<file path="src/design/ccpct_pkg.sv">
// ************************************************************
// Shared constants of the capture/compare/PWM control block
// ************************************************************
package ccpct_pkg;

  // ************************************************************
  // Register byte offsets on the APB
  // ************************************************************
  localparam logic [7:0] OFS_UNIT_CONTROL = 8'h00;
  localparam logic [7:0] OFS_TB_SELECT    = 8'h04;
  localparam logic [7:0] OFS_VALUE_LOW    = 8'h08;
  localparam logic [7:0] OFS_VALUE_HIGH   = 8'h0c;
  localparam logic [7:0] OFS_CAP_SELECT   = 8'h10;

  // ************************************************************
  // Control field positions
  // ************************************************************
  localparam int BIT_ENABLE    = 7;
  localparam int BIT_OUT_VALUE = 5;
  localparam int BIT_ALIGN     = 4;

  // ************************************************************
  // Reset values
  // ************************************************************
  localparam logic [7:0] RST_UNIT_CONTROL = 8'h00;
  localparam logic [7:0] RST_TB_SELECT    = 8'h00;
  localparam logic [7:0] RST_VALUE_BYTE   = 8'h00;
  localparam logic [2:0] RST_CAP_SELECT   = 3'h0;

  // ************************************************************
  // Mode encodings
  // ************************************************************
  localparam logic [3:0] MODE_OFF        = 4'h0;
  localparam logic [3:0] MODE_TOG_CLR    = 4'h1;
  localparam logic [3:0] MODE_TOGGLE     = 4'h2;
  localparam logic [3:0] MODE_CAP_BOTH   = 4'h3;
  localparam logic [3:0] MODE_CAP_FALL   = 4'h4;
  localparam logic [3:0] MODE_CAP_RISE   = 4'h5;
  localparam logic [3:0] MODE_CAP_RISE4  = 4'h6;
  localparam logic [3:0] MODE_CAP_RISE16 = 4'h7;
  localparam logic [3:0] MODE_CMP_SET    = 4'h8;
  localparam logic [3:0] MODE_CMP_CLR    = 4'h9;
  localparam logic [3:0] MODE_CMP_PULSE  = 4'ha;
  localparam logic [3:0] MODE_PULSE_CLR  = 4'hb;

  // Capture prescale terminal counts
  localparam logic [3:0] PRESC_LAST4  = 4'h3;
  localparam logic [3:0] PRESC_LAST16 = 4'hf;

  // Which of three 8-bit timers drives a PWM time base
  typedef logic [1:0] ccpct_tsel_t;

endpackage : ccpct_pkg

</file>
<file path="src/design/ccpct_core.sv">
`timescale 1ns/10ps
module ccpct_core
  import ccpct_pkg::*;
(
  // APB slave
  input  wire logic               pclk,
  input  wire logic               presetn,
  input  wire logic               psel,
  input  wire logic               penable,
  input  wire logic               pwrite,
  input  wire logic [7:0]         paddr,
  input  wire logic [31:0]        pwdata,
  output logic [31:0]             prdata,
  output logic                    pready,
  output logic                    pslverr,
  // Timer inputs
  input  wire logic [15:0]        sixteen_bit_timer,
  input  wire logic [7:0]         tmr_a_count,
  input  wire logic [1:0]         tmr_a_fine,
  input  wire logic               tmr_a_period_evt,
  input  wire logic [7:0]         tmr_b_count,
  input  wire logic [1:0]         tmr_b_fine,
  input  wire logic               tmr_b_period_evt,
  input  wire logic [7:0]         tmr_c_count,
  input  wire logic [1:0]         tmr_c_fine,
  input  wire logic               tmr_c_period_evt,
  // Capture sources
  input  wire logic               capture_pin,
  input  wire logic               comparator1_synced,
  input  wire logic               comparator2_synced,
  input  wire logic               pin_change_event,
  input  wire logic [3:0]         logic_cell_outputs,
  // Pin side
  output logic                    pin_out,
  output logic                    pin_oe,
  output logic                    pin_select_out,
  // Internal PWM consumers
  output logic                    waveform_generator_in,
  output logic                    adc_trigger,
  output logic                    timer_reset_src,
  output logic                    measurement_window,
  output logic                    logic_cell_in,
  // Events and selects for other units
  output logic                    unit_flag_set,
  output logic                    timer_clear_req,
  output ccpct_pkg::ccpct_tsel_t  pwm_ch4_timer_sel,
  output ccpct_pkg::ccpct_tsel_t  pwm_ch3_timer_sel,
  output ccpct_pkg::ccpct_tsel_t  unit2_timer_sel
);

  // ************************************************************
  // Helper functions
  // ************************************************************

  // Duty value from the byte pair by alignment
  function automatic logic [9:0] duty_of(input logic       left,
                                         input logic [7:0] hi,
                                         input logic [7:0] lo);
    duty_of = left ? {hi, lo[7:6]} : {hi[1:0], lo};
  endfunction : duty_of

  // Pick one of three timers' fields by a select code
  function automatic logic [10:0] tb_pick(input ccpct_tsel_t s,
                                          input logic [10:0] a,
                                          input logic [10:0] b,
                                          input logic [10:0] c);
    if (s == 2'h0)
      tb_pick = a;
    else if (s == 2'h1)
      tb_pick = b;
    else if (s == 2'h2)
      tb_pick = c;
    else
      tb_pick = 11'h000; // Reserved code: no time base
  endfunction : tb_pick

  // ************************************************************
  // Registers and state
  // ************************************************************
  logic        enable_r;          // Unit enable
  logic        duty_alignment_r;  // Left alignment when set
  logic [3:0]  mode_r;            // Mode field
  logic [7:0]  tb_select_r;       // Time base selection
  logic [7:0]  value_low_r;       // Value low byte
  logic [7:0]  value_high_r;      // Value high byte
  logic [2:0]  cap_select_r;      // Capture source
  logic        out_r;             // Output data value
  logic        out_nxt;           // Next output value
  logic        pulse_r;           // Compare pulse in progress
  logic        match_d_r;         // Compare match last cycle
  logic        src_d_r;           // Capture source last cycle
  logic [3:0]  presc_r;           // Capture prescale count
  logic        flag_r;            // Event pulse
  logic        tclr_r;            // Timer clear pulse
  logic        oe_r;              // Pin drive enable
  logic [31:0] prdata_r;          // Read data
  logic        pready_r;          // Access phase ready
  logic        pslverr_r;         // Unmapped address

  // ************************************************************
  // Bus decode
  // ************************************************************
  wire setup_ph  = psel && !penable;
  wire access_ph = psel && penable && pready_r;
  wire wr_en     = access_ph && pwrite;
  wire hit_ctl   = (paddr == OFS_UNIT_CONTROL);
  wire hit_tb    = (paddr == OFS_TB_SELECT);
  wire hit_lo    = (paddr == OFS_VALUE_LOW);
  wire hit_hi    = (paddr == OFS_VALUE_HIGH);
  wire hit_cap   = (paddr == OFS_CAP_SELECT);
  wire mapped    = hit_ctl || hit_tb || hit_lo || hit_hi || hit_cap;

  // Control readback: bit 6 reads zero, bit 5 is live output
  wire [7:0] ctl_rd = {enable_r, 1'b0, out_r, duty_alignment_r, mode_r};

  // Read mux, address decode as an if chain
  logic [7:0] rd_byte;
  always_comb
  begin
    rd_byte = 8'h00;
    if (hit_ctl)
      rd_byte = ctl_rd;
    else if (hit_tb)
      rd_byte = tb_select_r;
    else if (hit_lo)
      rd_byte = value_low_r;
    else if (hit_hi)
      rd_byte = value_high_r;
    else if (hit_cap)
      rd_byte = {5'h00, cap_select_r};
  end

  // ************************************************************
  // Mode decode
  // ************************************************************
  wire is_off  = (mode_r == MODE_OFF);
  wire is_pwm  = (mode_r[3:2] == 2'b11);
  wire is_cap  = (mode_r[3:2] == 2'b01) || (mode_r == MODE_CAP_BOTH);
  wire is_cmp  = !is_off && !is_pwm && !is_cap;
  wire active  = enable_r && !is_off;
  wire pwm_run = active && is_pwm;

  // ************************************************************
  // Time base selection for this unit
  // ************************************************************
  wire [10:0] tb_sel = tb_pick(tb_select_r[1:0],
                               {tmr_a_period_evt, tmr_a_count, tmr_a_fine},
                               {tmr_b_period_evt, tmr_b_count, tmr_b_fine},
                               {tmr_c_period_evt, tmr_c_count, tmr_c_fine});
  // Ten-bit base counts system clock derived ticks
  wire [9:0]  timebase   = tb_sel[9:0];
  wire        period_evt = tb_sel[10];
  wire [9:0]  duty       = duty_of(duty_alignment_r, value_high_r, value_low_r);

  // ************************************************************
  // Capture source selection and edge qualification
  // ************************************************************
  logic pin_level;                      // Filtered own pin

  ccpct_sync3 u_sync
  (
    .pclk      (pclk),
    .presetn   (presetn),
    .pin_raw   (capture_pin),
    .pin_level (pin_level)
  );

  logic cap_src;
  always_comb
  begin
    cap_src = pin_level;
    if (cap_select_r == 3'h1)
      cap_src = comparator1_synced;
    else if (cap_select_r == 3'h2)
      cap_src = comparator2_synced;
    else if (cap_select_r == 3'h3)
      cap_src = pin_change_event;
    else if (cap_select_r[2])
      cap_src = logic_cell_outputs[cap_select_r[1:0]];
  end

  wire rise = cap_src && !src_d_r;
  wire fall = !cap_src && src_d_r;
  wire need4  = (mode_r == MODE_CAP_RISE4);
  wire need16 = (mode_r == MODE_CAP_RISE16);
  wire [3:0] presc_last = need16 ? PRESC_LAST16 : PRESC_LAST4;

  // Qualified capture event per mode
  logic cap_evt;
  always_comb
  begin
    cap_evt = 1'b0;
    if (!active || !is_cap)
      cap_evt = 1'b0;
    else if (mode_r == MODE_CAP_BOTH)
      cap_evt = rise || fall;
    else if (mode_r == MODE_CAP_FALL)
      cap_evt = fall;
    else if (mode_r == MODE_CAP_RISE)
      cap_evt = rise;
    else
      cap_evt = rise && (presc_r == presc_last);
  end

  // ************************************************************
  // Compare match detection
  // ************************************************************
  wire match_now = (sixteen_bit_timer == {value_high_r, value_low_r});
  wire cmp_evt   = active && is_cmp && match_now && !match_d_r;

  // ************************************************************
  // PWM event generator
  // ************************************************************
  logic pwm_set;
  logic pwm_clr;

  ccpct_pwm u_pwm
  (
    .pclk       (pclk),
    .presetn    (presetn),
    .run        (pwm_run),
    .period_evt (period_evt),
    .timebase   (timebase),
    .duty       (duty),
    .pwm_set    (pwm_set),
    .pwm_clr    (pwm_clr)
  );

  // ************************************************************
  // Next output value
  // ************************************************************
  always_comb
  begin
    out_nxt = out_r;
    if (!active)
      out_nxt = 1'b0;
    else if (is_pwm)
    begin
      if (pwm_set)
        out_nxt = 1'b1;
      else if (pwm_clr)
        out_nxt = 1'b0;
    end
    else if (pulse_r)
      out_nxt = 1'b0; // Pulse lasts one cycle
    else if (cmp_evt)
    begin
      case (mode_r)
        MODE_CMP_SET:   out_nxt = 1'b1;
        MODE_CMP_CLR:   out_nxt = 1'b0;
        MODE_CMP_PULSE: out_nxt = 1'b1;
        MODE_PULSE_CLR: out_nxt = 1'b1;
        default:        out_nxt = !out_r;
      endcase
    end
  end

  wire pulse_mode = (mode_r == MODE_CMP_PULSE) || (mode_r == MODE_PULSE_CLR);
  wire clr_mode   = (mode_r == MODE_PULSE_CLR) || (mode_r == MODE_TOG_CLR);

  // ************************************************************
  // Unit state: output, pulse, edge history, prescaler
  // ************************************************************
  always_ff @(posedge pclk or negedge presetn)
  begin
    if (!presetn)
    begin
      out_r     <= 1'b0;
      pulse_r   <= 1'b0;
      match_d_r <= 1'b0;
      src_d_r   <= 1'b0;
      presc_r   <= 4'h0;
      flag_r    <= 1'b0;
      tclr_r    <= 1'b0;
      oe_r      <= 1'b0;
    end
    else
    begin
      out_r     <= out_nxt;
      pulse_r   <= cmp_evt && pulse_mode;
      match_d_r <= match_now;
      src_d_r   <= cap_src;
      flag_r    <= cap_evt || cmp_evt;
      tclr_r    <= cmp_evt && clr_mode;
      oe_r      <= active && !is_cap;
      if (!active || !(need4 || need16))
        presc_r <= 4'h0;
      else if (rise)
        presc_r <= (presc_r == presc_last) ? 4'h0 : presc_r + 4'h1;
    end
  end

  // ************************************************************
  // Software registers, capture load
  // ************************************************************
  always_ff @(posedge pclk or negedge presetn)
  begin
    if (!presetn)
    begin
      enable_r         <= RST_UNIT_CONTROL[BIT_ENABLE];
      duty_alignment_r <= RST_UNIT_CONTROL[BIT_ALIGN];
      mode_r           <= RST_UNIT_CONTROL[3:0];
      tb_select_r      <= RST_TB_SELECT;
      value_low_r      <= RST_VALUE_BYTE;
      value_high_r     <= RST_VALUE_BYTE;
      cap_select_r     <= RST_CAP_SELECT;
    end
    else
    begin
      if (wr_en && hit_ctl)
      begin
        enable_r         <= pwdata[BIT_ENABLE];
        duty_alignment_r <= pwdata[BIT_ALIGN];
        mode_r           <= pwdata[3:0];
      end
      if (wr_en && hit_tb)
        tb_select_r <= pwdata[7:0];
      if (wr_en && hit_cap)
        cap_select_r <= pwdata[2:0];
      if (cap_evt)
      begin
        value_low_r  <= sixteen_bit_timer[7:0];
        value_high_r <= sixteen_bit_timer[15:8];
      end
      else
      begin
        if (wr_en && hit_lo)
          value_low_r <= pwdata[7:0];
        if (wr_en && hit_hi)
          value_high_r <= pwdata[7:0];
      end
    end
  end

  // ************************************************************
  // APB answer: one setup, one access cycle
  // ************************************************************
  always_ff @(posedge pclk or negedge presetn)
  begin
    if (!presetn)
    begin
      prdata_r  <= 32'h0000_0000;
      pready_r  <= 1'b0;
      pslverr_r <= 1'b0;
    end
    else
    begin
      pready_r  <= setup_ph;
      pslverr_r <= setup_ph && !mapped;
      if (setup_ph && !pwrite)
        prdata_r <= {24'h00_0000, rd_byte};
    end
  end

  // ************************************************************
  // Outputs
  // ************************************************************
  assign prdata                = prdata_r;
  assign pready                = pready_r;
  assign pslverr               = pslverr_r;
  assign pin_out               = out_r;
  assign pin_oe                = oe_r;
  assign pin_select_out        = out_r;
  assign waveform_generator_in = out_r;
  assign adc_trigger           = out_r;
  assign timer_reset_src       = out_r;
  assign measurement_window    = out_r;
  assign logic_cell_in         = out_r;
  assign unit_flag_set         = flag_r;
  assign timer_clear_req       = tclr_r;
  assign pwm_ch4_timer_sel     = tb_select_r[7:6];
  assign pwm_ch3_timer_sel     = tb_select_r[5:4];
  assign unit2_timer_sel       = tb_select_r[3:2];

endmodule : ccpct_core

</file>
<file path="src/design/ccpct_pwm.sv">
`timescale 1ns/10ps
// ************************************************************
// PWM duty latch and set/clear event generator
// ************************************************************
module ccpct_pwm
(
  // Clock and reset
  input  wire logic       pclk,
  input  wire logic       presetn,
  // Control
  input  wire logic       run,
  input  wire logic       period_evt,
  input  wire logic [9:0] timebase,
  input  wire logic [9:0] duty,
  // Events to the output flop
  output logic            pwm_set,
  output logic            pwm_clr
);

  logic [9:0] latch_r;   // Double-buffered duty value

  // Latch duty at period roll-over; cleared when stopped
  always_ff @(posedge pclk or negedge presetn)
  begin
    if (!presetn)
      latch_r <= 10'h000;
    else if (!run)
      latch_r <= 10'h000;
    else if (period_evt)
      latch_r <= duty;
  end

  // Set at period start unless new duty is zero
  assign pwm_set = run && period_evt && (duty != 10'h000);
  // Clear when time base meets the latched duty
  assign pwm_clr = run && !period_evt && (timebase == latch_r);

endmodule : ccpct_pwm

</file>
<file path="src/design/ccpct_sync3.sv">
`timescale 1ns/10ps
// ************************************************************
// Three-stage pin synchroniser with agreement filter
// ************************************************************
module ccpct_sync3
(
  // Clock and reset
  input  wire logic pclk,
  input  wire logic presetn,
  // Raw pin and filtered level
  input  wire logic pin_raw,
  output logic      pin_level
);

  logic s1_r;    // First stage, read only by s2
  logic s2_r;    // Second stage
  logic s3_r;    // Third stage
  logic lvl_r;   // Accepted level

  // Shift chain; level changes only when stages two and three agree
  always_ff @(posedge pclk or negedge presetn)
  begin
    if (!presetn)
    begin
      s1_r  <= 1'b0;
      s2_r  <= 1'b0;
      s3_r  <= 1'b0;
      lvl_r <= 1'b0;
    end
    else
    begin
      s1_r <= pin_raw;
      s2_r <= s1_r;
      s3_r <= s2_r;
      if (s2_r == s3_r)
        lvl_r <= s3_r;
    end
  end

  assign pin_level = lvl_r;

endmodule : ccpct_sync3

</file>
<file path="config.mk">
export PLATFORM = sky130hd
export DESIGN_NAME = ccpct_core
export DESIGN_NICKNAME = d
export VERILOG_FILES = /design/src/design/ccpct_pkg.sv /design/src/design/ccpct_core.sv /design/src/design/ccpct_pwm.sv /design/src/design/ccpct_sync3.sv
export SDC_FILE = /design/constraint.sdc
export NUM_CORES = 1
export LEC_CHECK = 0
export ABC_CLOCK_PERIOD_IN_PS = 3700
export BUFFER_PORTS_ARGS = -buffer_cell sky130_fd_sc_hd__buf_4
export CAP_MARGIN = 40
export CORE_ASPECT_RATIO = 1.75
export CORE_MARGIN = 2
export CORE_UTILIZATION = 52
export CTS_BUF_LIST = sky130_fd_sc_hd__clkbuf_8
export CTS_CLUSTER_DIAMETER = 120
export CTS_CLUSTER_SIZE = 8
export DETAILED_ROUTE_END_ITERATION = 6
export PLACE_DENSITY = 0.83
export SLEW_MARGIN = 10
export SYNTH_ARGS = -nofsm -noshare
export SYNTH_HDL_FRONTEND = slang
export SYNTH_SLANG_ARGS = --single-unit
</file>
<file path="constraint.sdc">
create_clock -name pclk -period 3.7 [get_ports pclk]
set_input_delay 0.37 -clock pclk [delete_from_list [all_inputs] [get_ports pclk]]
set_output_delay 0.37 -clock pclk [all_outputs]
set_load 0.02 [all_outputs]
</file>
**After elaboration in Yosys (flattened, before gate mapping)**

Cells that the tools add are included.

- Flip-flop bits (word level): 68
- Input bits: 102
- Output and inout bits: 50

- Add/subtract/negate cells: 1
- Magnitude comparators: 1
- Eq/ne operators: 28
- Muxes and demuxes: 36
- Reduce and logical (&&, ||, !) cells: 62

Operators by type and width:

| kind | count |
|---|---|
| 8-bit 2-to-1 mux | 8 |
| 11-bit 2-to-1 mux | 3 |
| 10-bit 2-to-1 mux | 3 |
| 1-bit logical AND | 28 |
| 16-bit equality test | 1 |
| 4-bit by 3-bit equality test with 1-bit output (second input constant) | 4 |
| 4-bit equality test (second input constant) | 4 |
| 8-bit by 4-bit equality test with 1-bit output (second input constant) | 2 |
| 4-bit 2-to-1 mux | 4 |
| 1-bit 2-to-1 mux | 15 |
| 1-bit logical NOT | 13 |
| 1-bit logical OR | 12 |
| 10-bit equality test | 1 |
| 10-bit nonzero test | 1 |
| 8-bit by 3-bit equality test with 1-bit output (second input constant) | 1 |
| 8-bit by 5-bit equality test with 1-bit output (second input constant) | 1 |
| 8-bit logical NOT | 1 |
| 3-bit by 2-bit equality test with 1-bit output (second input constant) | 2 |
| 2-bit nonzero test | 3 |
| 4-bit by 1-bit adder with 4-bit output (second input constant) | 1 |
| 2-bit by 1-bit equality test with 1-bit output (second input constant) | 2 |
| 2-bit equality test (second input constant) | 2 |
| 4-bit by 1-bit equality test with 1-bit output (second input constant) | 1 |
| 4-bit by 2-bit equality test with 1-bit output (second input constant) | 1 |
| 14 further kinds | 14 |

**Longest topological paths before layout**

Gate-level depths: netlist (run 1).

- Depth after elaboration: 13
- Depth in mapped cells: 12
- Gate-level depth less buffers: 9

**Cells and area by module**

A second synthesis (run 1) with hierarchy kept.

- Cell total of the unflattened synthesis: 407
- Area total of the unflattened synthesis: 4380.5 µm²

By module, submodules not included:

| module | times used | cells an instance | area each (µm²) | seq. area each (µm²) |
|---|---|---|---|---|
| ccpct_core | 1 | 350 | 3698.5 | 1351.3 |
| ccpct_pwm | 1 | 52 | 570.5 | 250.2 |
| ccpct_sync3 | 1 | 5 | 111.4 | 100.1 |

**Worst setup path before layout (run 1)**

Ideal clock, no wire load.

- Path kind: register to register
- From: register cap_select_r[0]
- To: register value_high_r[1]
- Setup time: 0.125 ns
- Data arrival time: 2.503 ns
- Data required time: 3.575 ns
- Setup slack: 1.072 ns
- Cell stages (with the launch flop): 13
- Buffers on the path: 3
- Clock period less this slack: 2.628 ns
- Cell sequence: dfrtp_1 -> mux4_2 -> mux2i_1 -> inv_1 -> ha_1 -> clkbuf_1 -> a31oi_1 -> o22ai_1 -> a32oi_1 -> or3_1 -> buf_6 -> buf_8 -> mux2_4

- Word-level cells in the longest chain between the ends: 13

RTL lines:

| what | line | source |
|---|---|---|
| start, declared | ccpct_core.sv:86 | `logic [2:0] cap_select_r;` |
| start signal, assigned | ccpct_core.sv:319 | `cap_select_r <= pwdata[2:0];` |
| 1-bit binary-select mux with 2-bit select | ccpct_core.sv:179 | `cap_src = logic_cell_outputs[cap_select_r[1:0]];` |
| 1-bit 2-to-1 mux (not written as such) | ccpct_core.sv:179 |  |
| 1-bit 2-to-1 mux | ccpct_core.sv:178 | `else if (cap_select_r[2])` |
| 1-bit 2-to-1 mux | ccpct_core.sv:176 | `else if (cap_select_r == 3'h3)` |
| 1-bit 2-to-1 mux | ccpct_core.sv:174 | `else if (cap_select_r == 3'h2)` |
| 1-bit 2-to-1 mux (*) | ccpct_core.sv:172 | `if (cap_select_r == 3'h1)` |
| named net cap_src | ccpct_core.sv:168 | `logic cap_src;` |
| 1-bit logical AND | ccpct_core.sv:182 | `wire rise = cap_src && !src_d_r;` |
| 1-bit logical AND | ccpct_core.sv:202 | `cap_evt = rise && (presc_r == presc_last);` |
| 1-bit 2-to-1 mux | ccpct_core.sv:199 | `else if (mode_r == MODE_CAP_RISE)` |
| 1-bit 2-to-1 mux | ccpct_core.sv:197 | `else if (mode_r == MODE_CAP_FALL)` |
| 1-bit 2-to-1 mux (*) | ccpct_core.sv:195 | `else if (mode_r == MODE_CAP_BOTH)` |
| 1-bit 2-to-1 mux (*) | ccpct_core.sv:193 | `if (!active \|\| !is_cap)` |
| 8-bit 2-to-1 mux or 2-bit nonzero test (tied branches) | n/a |  |
| end signal, assigned | ccpct_core.sv:323 | `value_high_r <= sixteen_bit_timer[15:8];` |
| end signal, assigned | ccpct_core.sv:330 | `value_high_r <= pwdata[7:0];` |
| end, declared | ccpct_core.sv:85 | `logic [7:0] value_high_r;` |

The timed path passes the listed nets; every way through them passes the cells marked *. The select of a mux whose other input is x is not followed.
A chain may end at the register's enable or synchronous reset.

**Final worst setup path (run 1)**

- From: register cap_select_r[0]
- To: register value_low_r[6]

- Word-level cells in the longest chain between the ends: 13

RTL lines:

| what | line | source |
|---|---|---|
| 1-bit binary-select mux with 2-bit select | ccpct_core.sv:179 |  |
| 1-bit 2-to-1 mux (not written as such) | ccpct_core.sv:179 |  |
| 1-bit 2-to-1 mux | ccpct_core.sv:178 |  |
| 1-bit 2-to-1 mux | ccpct_core.sv:176 |  |
| 1-bit 2-to-1 mux | ccpct_core.sv:174 |  |
| 1-bit 2-to-1 mux (*) | ccpct_core.sv:172 |  |
| named net cap_src | ccpct_core.sv:168 |  |
| 1-bit logical AND | ccpct_core.sv:182 |  |
| 1-bit logical AND | ccpct_core.sv:202 |  |
| 1-bit 2-to-1 mux | ccpct_core.sv:199 |  |
| 1-bit 2-to-1 mux | ccpct_core.sv:197 |  |
| 1-bit 2-to-1 mux (*) | ccpct_core.sv:195 |  |
| 1-bit 2-to-1 mux (*) | ccpct_core.sv:193 |  |
| 8-bit 2-to-1 mux or 2-bit nonzero test (tied branches) | n/a |  |
| end signal, assigned | ccpct_core.sv:322 | `value_low_r <= sixteen_bit_timer[7:0];` |
| end signal, assigned | ccpct_core.sv:328 | `value_low_r <= pwdata[7:0];` |
| end, declared | ccpct_core.sv:84 | `logic [7:0] value_low_r;` |

Marks and branches as above.

==> flow_summary.yaml, run 1 <==
run_status:
  status: "complete, no violations"
routing:
  wl_per_cell_um: 16.83
  via_count: 3472
  dr.pass1.iters: 5
  drtIter0Drc: 194
  drt-total-wl_um: 10080
  ant_nets: 0
  via_per_inst: 5.796
  drc: 0
sta:
  tightest_slew_ps: 839.1
  setup_slack_ps: 784.3
  hold_viol: 0
  grt_setup_unrepaired: "false"
  setup_viol: 0
  fmax_mhz: 343.0
  setup_tns_ps: 0
  hold_slack_ps: 128.2
  period_share_pct: 78.80
  relSlewSlack_pct: 44.06
  period_needed_ps: 2916
  drv_slew: 0
  fin_skew_ps: 8.027
power_and_ir_drop:
  combPwrFrac_pct: 12.6
  pwr-share-clk_pct: 36.0
  p_int_mw: 1.107
  vdd_drop_max_mv: 0.3303
  power.leakage_nw: 2.440
  p_seq_share_pct: 51.4
  finalPower_mw: 1.469
  p_sw_mw: 0.3618
  swShare_pct: 24.63
  power.density_nw_per_um2: 283.4
synth:
  synth_edf_count: 0
  postSynth.asyncResetShare_pct: 100.0
  netlist_instances: 420
  syn_area_per_cell_um2: 10.41
  synth-main-ff-cell: "dfrtp_1"
  ys_ff_latch: 68
  ys_seq_area_share_pct: 38.92
  synth.cell_area_um2: 4372
  ys.warnings.count: 0
  synth_cell_types: 57
setup_path:
  path_delay_family: "multiplexers"
  critPathMaxStageDelay_ps: 530
  crit_cells: 10
  cp_cell_sequence: "mux4_2, mux2i_1, inv_1, ha_1, a31oi_1, o22ai_1, a32oi_1, or3_1, buf_4, mux2_1"
  r2r_slack_ps: 780
  r2r_end: "value_low_r[6]"
  worst-path-buf-inv: 2
  worstSetupStartpointType: "flip-flop"
  critPathLaunch: "cap_select_r[0]"
  critPathKind: "flip-flop to flip-flop"
  cp_max_fo: 17
  cp.required_ps: 3930
  cp_slowest_cell: "mux4_2"
  r2r_cells: 10
  cp.arrival_ps: 3140
  endpoint_kind: "flip-flop"
  crit_end: "value_low_r[6]"
  r2r_start: "cap_select_r[0]"
hold_path:
  hold_path_class: "primary input to flip-flop"
  min_path_cells: 1
clocking:
  cts_tree: "built"
  clockBufferDepth: 2
  cts_root_buf: "clkbuf_8"
  insertion_delay_ps: 350
  clkSlewWorstSetupHoldPaths_ps: 60
  cts_buffers: 9
  clock_sinks: 68
  post_cts_buffers: 0
  htreeDepth: 3
final_layout:
  fill_cells: 672
  layout_commonest_cell: "buf_4"
  fin_cells: 599
  synthToLayoutAreaGrowth_pct: 18.57
  drive_gt1_share_pct: 34.32
  final_cell_mix: "buf_4, dfrtp_1, mux2_2"
  final_util_pct: 62.77
  diodes: 0
  area.sequential_um2: 1702
  nets: 608
  postLayoutCellArea_um2: 5184
  multi_input_area_um2: 2335
placement:
  place_inst: 582
  pre_cts_slack_ps: 776.5
  portBuffers: 103
  place_hpwl_um: 7790
  placed_area_um2: 4977
  gp_congestion: 0.9136
floorplanning:
  dieArea_um2: 9185
  rows: 44
  initial_core_util_pct: 52.94
  fp.dieH_um: 125.3
  fp.coreArea_um2: 8258
  top_level_ports: 152
  chipWidth_um: 73.31
global_route:
  grt_pass1_wl_um: 16220
  grt_max_degree: 69
  grt_antenna_before_repair: 0
  grtUsageTotal_pct: 23.03
  overflow: 0
  grt_pass1_vias: 3433
job:
  maxCapViolations: 0
==> power by group through the flow <==
| stage | Combinational, mW | Sequential [mW] | Clock [mW] |
|---|---|---|---|
| after floorplan | 0.102 | 0.768 | 0 |
| after global placement | 0.177 | 0.769 | 0 |
| after detailed placement | 0.181 | 0.769 | 0 |
| after CTS | 0.181 | 0.755 | 0.543 |
| after global routing | 0.203 | 0.756 | 0.566 |
| final | 0.185 | 0.755 | 0.529 |
==> metal layers <==
layer / vias to the layer above / global-route usage, % / part of all wire (%)
met1: 1690 / 25.36 / 36
li1: 1615 / - / -
met4: 0 / 12.41 / 3.8
met2: 135 / 41.07 / 55
met5: - / 0 / 0
met3: 32 / 3.223 / 4.7
==> cells in the mapped netlist (2+ instances only) <==
cell type | count | area (um^2)
nand3b_1 | 5 | 37.54
xnor2_1 | 20 | 175.2
buf_4 | 36 | 270.3
o21ai_1 | 5 | 25.02
inv_1 | 10 | 37.54
o41ai_1 | 2 | 17.52
buf_2 | 4 | 20.02
nor4_1 | 5 | 31.28
ha_1 | 3 | 37.54
o22ai_1 | 3 | 18.77
nand2_1 | 27 | 101.4
nand3_1 | 9 | 45.04
nor3_1 | 8 | 40.04
a31oi_1 | 5 | 31.28
a211oi_1 | 11 | 82.58
mux2_1 | 9 | 101.4
mux2i_1 | 21 | 210.2
a221oi_1 | 3 | 26.28
and4_1 | 2 | 17.52
a21oi_1 | 8 | 40.04
clkbuf_1 | 14 | 52.55
mux2_4 | 9 | 135.1
buf_6 | 2 | 22.52
nor2_1 | 31 | 116.4
nand4_1 | 6 | 37.54
o21ai_0 | 12 | 60.06
xor2_1 | 5 | 43.79
mux2_2 | 36 | 405.4
dfrtp_1 | 68 | 1702
mux4_2 | 7 | 157.7
nor2b_1 | 8 | 50.05
==> timing repair <==
item	CTS	global route
hold endpoints to repair	0	2
resized for setup	0	0
hold buffers	0	1
==> flip-flops by register name, summed over array words and instances, names as in the netlist, 3 cells and up <==
name and count:
cap_select_r 3, mode_r 4, prdata 8, presc_r 4, tb_select_r 8, u_pwm.latch_r 10, value_high_r 8, value_low_r 8
==> worst min path at each step <==
stage / end / slack [ps] / start
final: u_sync.s1_r / 130 / capture_pin
after global routing: u_sync.s1_r / 120 / capture_pin
after CTS: u_sync.s1_r / 110 / capture_pin
after detailed placement: u_sync.s2_r / 340 / u_sync.s1_r
after global placement: u_sync.s2_r / 340 / u_sync.s1_r
after floorplan: adc_trigger / 70 / presetn
==> layout make-up <==
| cell class | count | share of cell area [%] |
|---|---|---|
| Timing Repair Buffer | 107 | 15.93 |
| Sequential cell | 68 | 32.83 |
| Multi-Input combinational cell | 307 | 45.04 |
| Clock inverter | 4 | 0.3379 |
| Clock buffer | 11 | 2.921 |
| Tap cell | 92 | 2.221 |
| Inverter | 10 | 0.7241 |
==> worst register-to-register path, delay by kind of cell, from the launching register on <==
family | cells | cell delay [ps]
DFF | 1 | 430
muxes | 3 | 1150
AOI/OAI and AO/OA | 3 | 450
adders and majority gates | 1 | 280
and+or+nand+nor | 1 | 130
buffers and inverters | 2 | 370
==> cell families after synthesis <==
logic type,count (synthesis),synth area share (%)
AND/OR/NAND/NOR,110,12.54
multiplexers,82,23.10
flip-flops,68,38.92
buffers and inverters,68,9.645
AO/OA/AOI/OAI,62,9.617
XOR/XNOR,25,5.009
adder cells (fa/ha/maj),4,1.088
other,1,0.08578
Note: power is estimated with default switching activity, not from simulation.
==> run 2, diff against run 1 <==
ABC_CLOCK_PERIOD_IN_PS = 2970   (was 3700)
clock period = 2.97 ns   (was 3.7 ns; I/O delays follow)
==> flow_summary.yaml, run 2 (synthesized netlist as in run 1, its figures left out) <==
placement:
  gp_congestion: 0.8990
  place_hpwl_um: 7942
  place_inst: 587
  pre_cts_slack_ps: 212.5
  portBuffers: 103
clocking:
  cts_root_buf: "clkbuf_8"
  insertion_delay_ps: 350
  cts_tree: "built"
  clkSlewWorstSetupHoldPaths_ps: 70
  cts_buffers: 9
  htreeDepth: 3
  post_cts_buffers: 0
  clock_sinks: 68
  clockBufferDepth: 2
sta:
  fmax_mhz: 362.4
  setup_slack_ps: 210.5
  setup_tns_ps: 0
  fin_skew_ps: 12.51
  tightest_slew_ps: 601.4
  drv_slew: 0
  hold_slack_ps: 61.06
  grt_setup_unrepaired: "false"
  setup_viol: 0
  period_share_pct: 92.91
  relSlewSlack_pct: 58.87
  period_needed_ps: 2759
  hold_viol: 0
floorplanning:
  rows: 44
  initial_core_util_pct: 52.94
  fp.dieH_um: 125.3
  dieArea_um2: 9185
  fp.coreArea_um2: 8258
  top_level_ports: 152
  chipWidth_um: 73.31
setup_path:
  r2r_slack_ps: 210
  cp.required_ps: 3200
  r2r_start: "cap_select_r[1]"
  cp_cell_sequence: "mux4_2, mux2i_1, inv_1, ha_1, a31oi_1, o22ai_1, a32oi_1, or3_1, buf_12, mux2_1"
  r2r_cells: 10
  worst-path-buf-inv: 2
  worstSetupStartpointType: "flip-flop"
  r2r_end: "value_low_r[6]"
  critPathKind: "flip-flop to flip-flop"
  critPathMaxStageDelay_ps: 520
  path_delay_family: "multiplexers"
  cp_max_fo: 17
  cp_slowest_cell: "mux4_2"
  cp.arrival_ps: 2990
  endpoint_kind: "flip-flop"
global_route:
  overflow: 0
  grt_antenna_before_repair: 0
  grt_pass1_vias: 3477
  grtUsageTotal_pct: 23.00
  grt_pass1_wl_um: 16170
  grt_max_degree: 69
hold_path:
  hold-path-endpoint: "u_sync.s1_r"
  min_path_cells: 1
  min_from: "capture_pin"
  hold_path_class: "primary input to flip-flop"
power_and_ir_drop:
  power.density_nw_per_um2: 378.4
  power.leakage_nw: 2.492
  vdd_drop_max_mv: 0.4785
routing:
  wl_per_cell_um: 16.83
  drt-total-wl_um: 10190
  via_count: 3482
  via_per_inst: 5.755
  dr.pass1.iters: 4
  ant_nets: 0
  drtIter0Drc: 187
  drc: 0
final_layout:
  fin_cells: 605
  final_cell_mix: "buf_4, dfrtp_1, mux2_2"
  diodes: 0
  fill_cells: 666
  max_flop_register: "u_pwm.latch_r"
  largest_reg_flops: 10
  synthToLayoutAreaGrowth_pct: 20.81
  layout_commonest_cell: "buf_4"
  nets: 613
  drive_gt1_share_pct: 35.28
run_status:
  status: "complete, no violations"
job:
  maxCapViolations: 0
-- run 2: cell types whose count changed in the layout (fill, tap and decap cells not counted) --
cell,delta
bufinv_16,+2
buf_4,+4
inv_1,-1
buf_12,+1
clkinv_2,+1
clkbuf_8,-1
-- run 2: area by class of cell --
type	instances	area, um^2	area share (%)
timing repair buffer	112	875.8	16.58
inverter	10	37.54	0.7107
sequential	68	1702	32.22
multi-input combinational	307	2335	44.21
tap	92	115.1	2.180
clock buffer	10	137.6	2.606
clock inverter	6	78.83	1.493
-- run 2: worst max-delay path by stage --
| stage | cells after the start | from | endpoint |
|---|---|---|---|
| 2_1_floorplan | 12 | cap_select_r[0] | value_high_r[1] |
| 3_3_place_gp | 10 | cap_select_r[1] | value_high_r[0] |
| 3_5_place_dp | 10 | cap_select_r[1] | value_low_r[6] |
| 4_1_cts | 10 | cap_select_r[1] | value_low_r[6] |
| 5_1_grt | 10 | cap_select_r[1] | value_low_r[5] |
| 6_report | 10 | cap_select_r[1] | value_low_r[6] |
-- run 2: timing repair --
item | in CTS | in global routing
hold endpoints to repair | 0 | 45
hold buffers | 0 | 1
gates resized for setup | 0 | 0
-- run 2: per-stage QoR --
step	cell area, um^2	util [%]	power [mW]
after floorplan	4458	-	1.084
after global placement	5027	60.88	1.179
after detailed placement	5027	60.88	1.185
after CTS	5244	63.50	2.012
after global routing	5281	63.95	2.076
final	5281	63.95	1.999
-- run 2: routing by layer --
| layer | GRT usage [%] | wire length [um] | vias to the layer above |
|---|---|---|---|
| met1 | 25.55 | 3685 | 1685 |
| met3 | 4.512 | 459 | 36 |
| li1 | - | - | 1627 |
| met5 | 0 | 0 | - |
| met2 | 39.90 | 5556 | 134 |
| met4 | 12.51 | 484 | 0 |
-- run 2: power by group --
part           switching, mW  internal (mW)
clock network          0.339          0.488
logic                  0.121          0.111
registers            0.00657          0.933
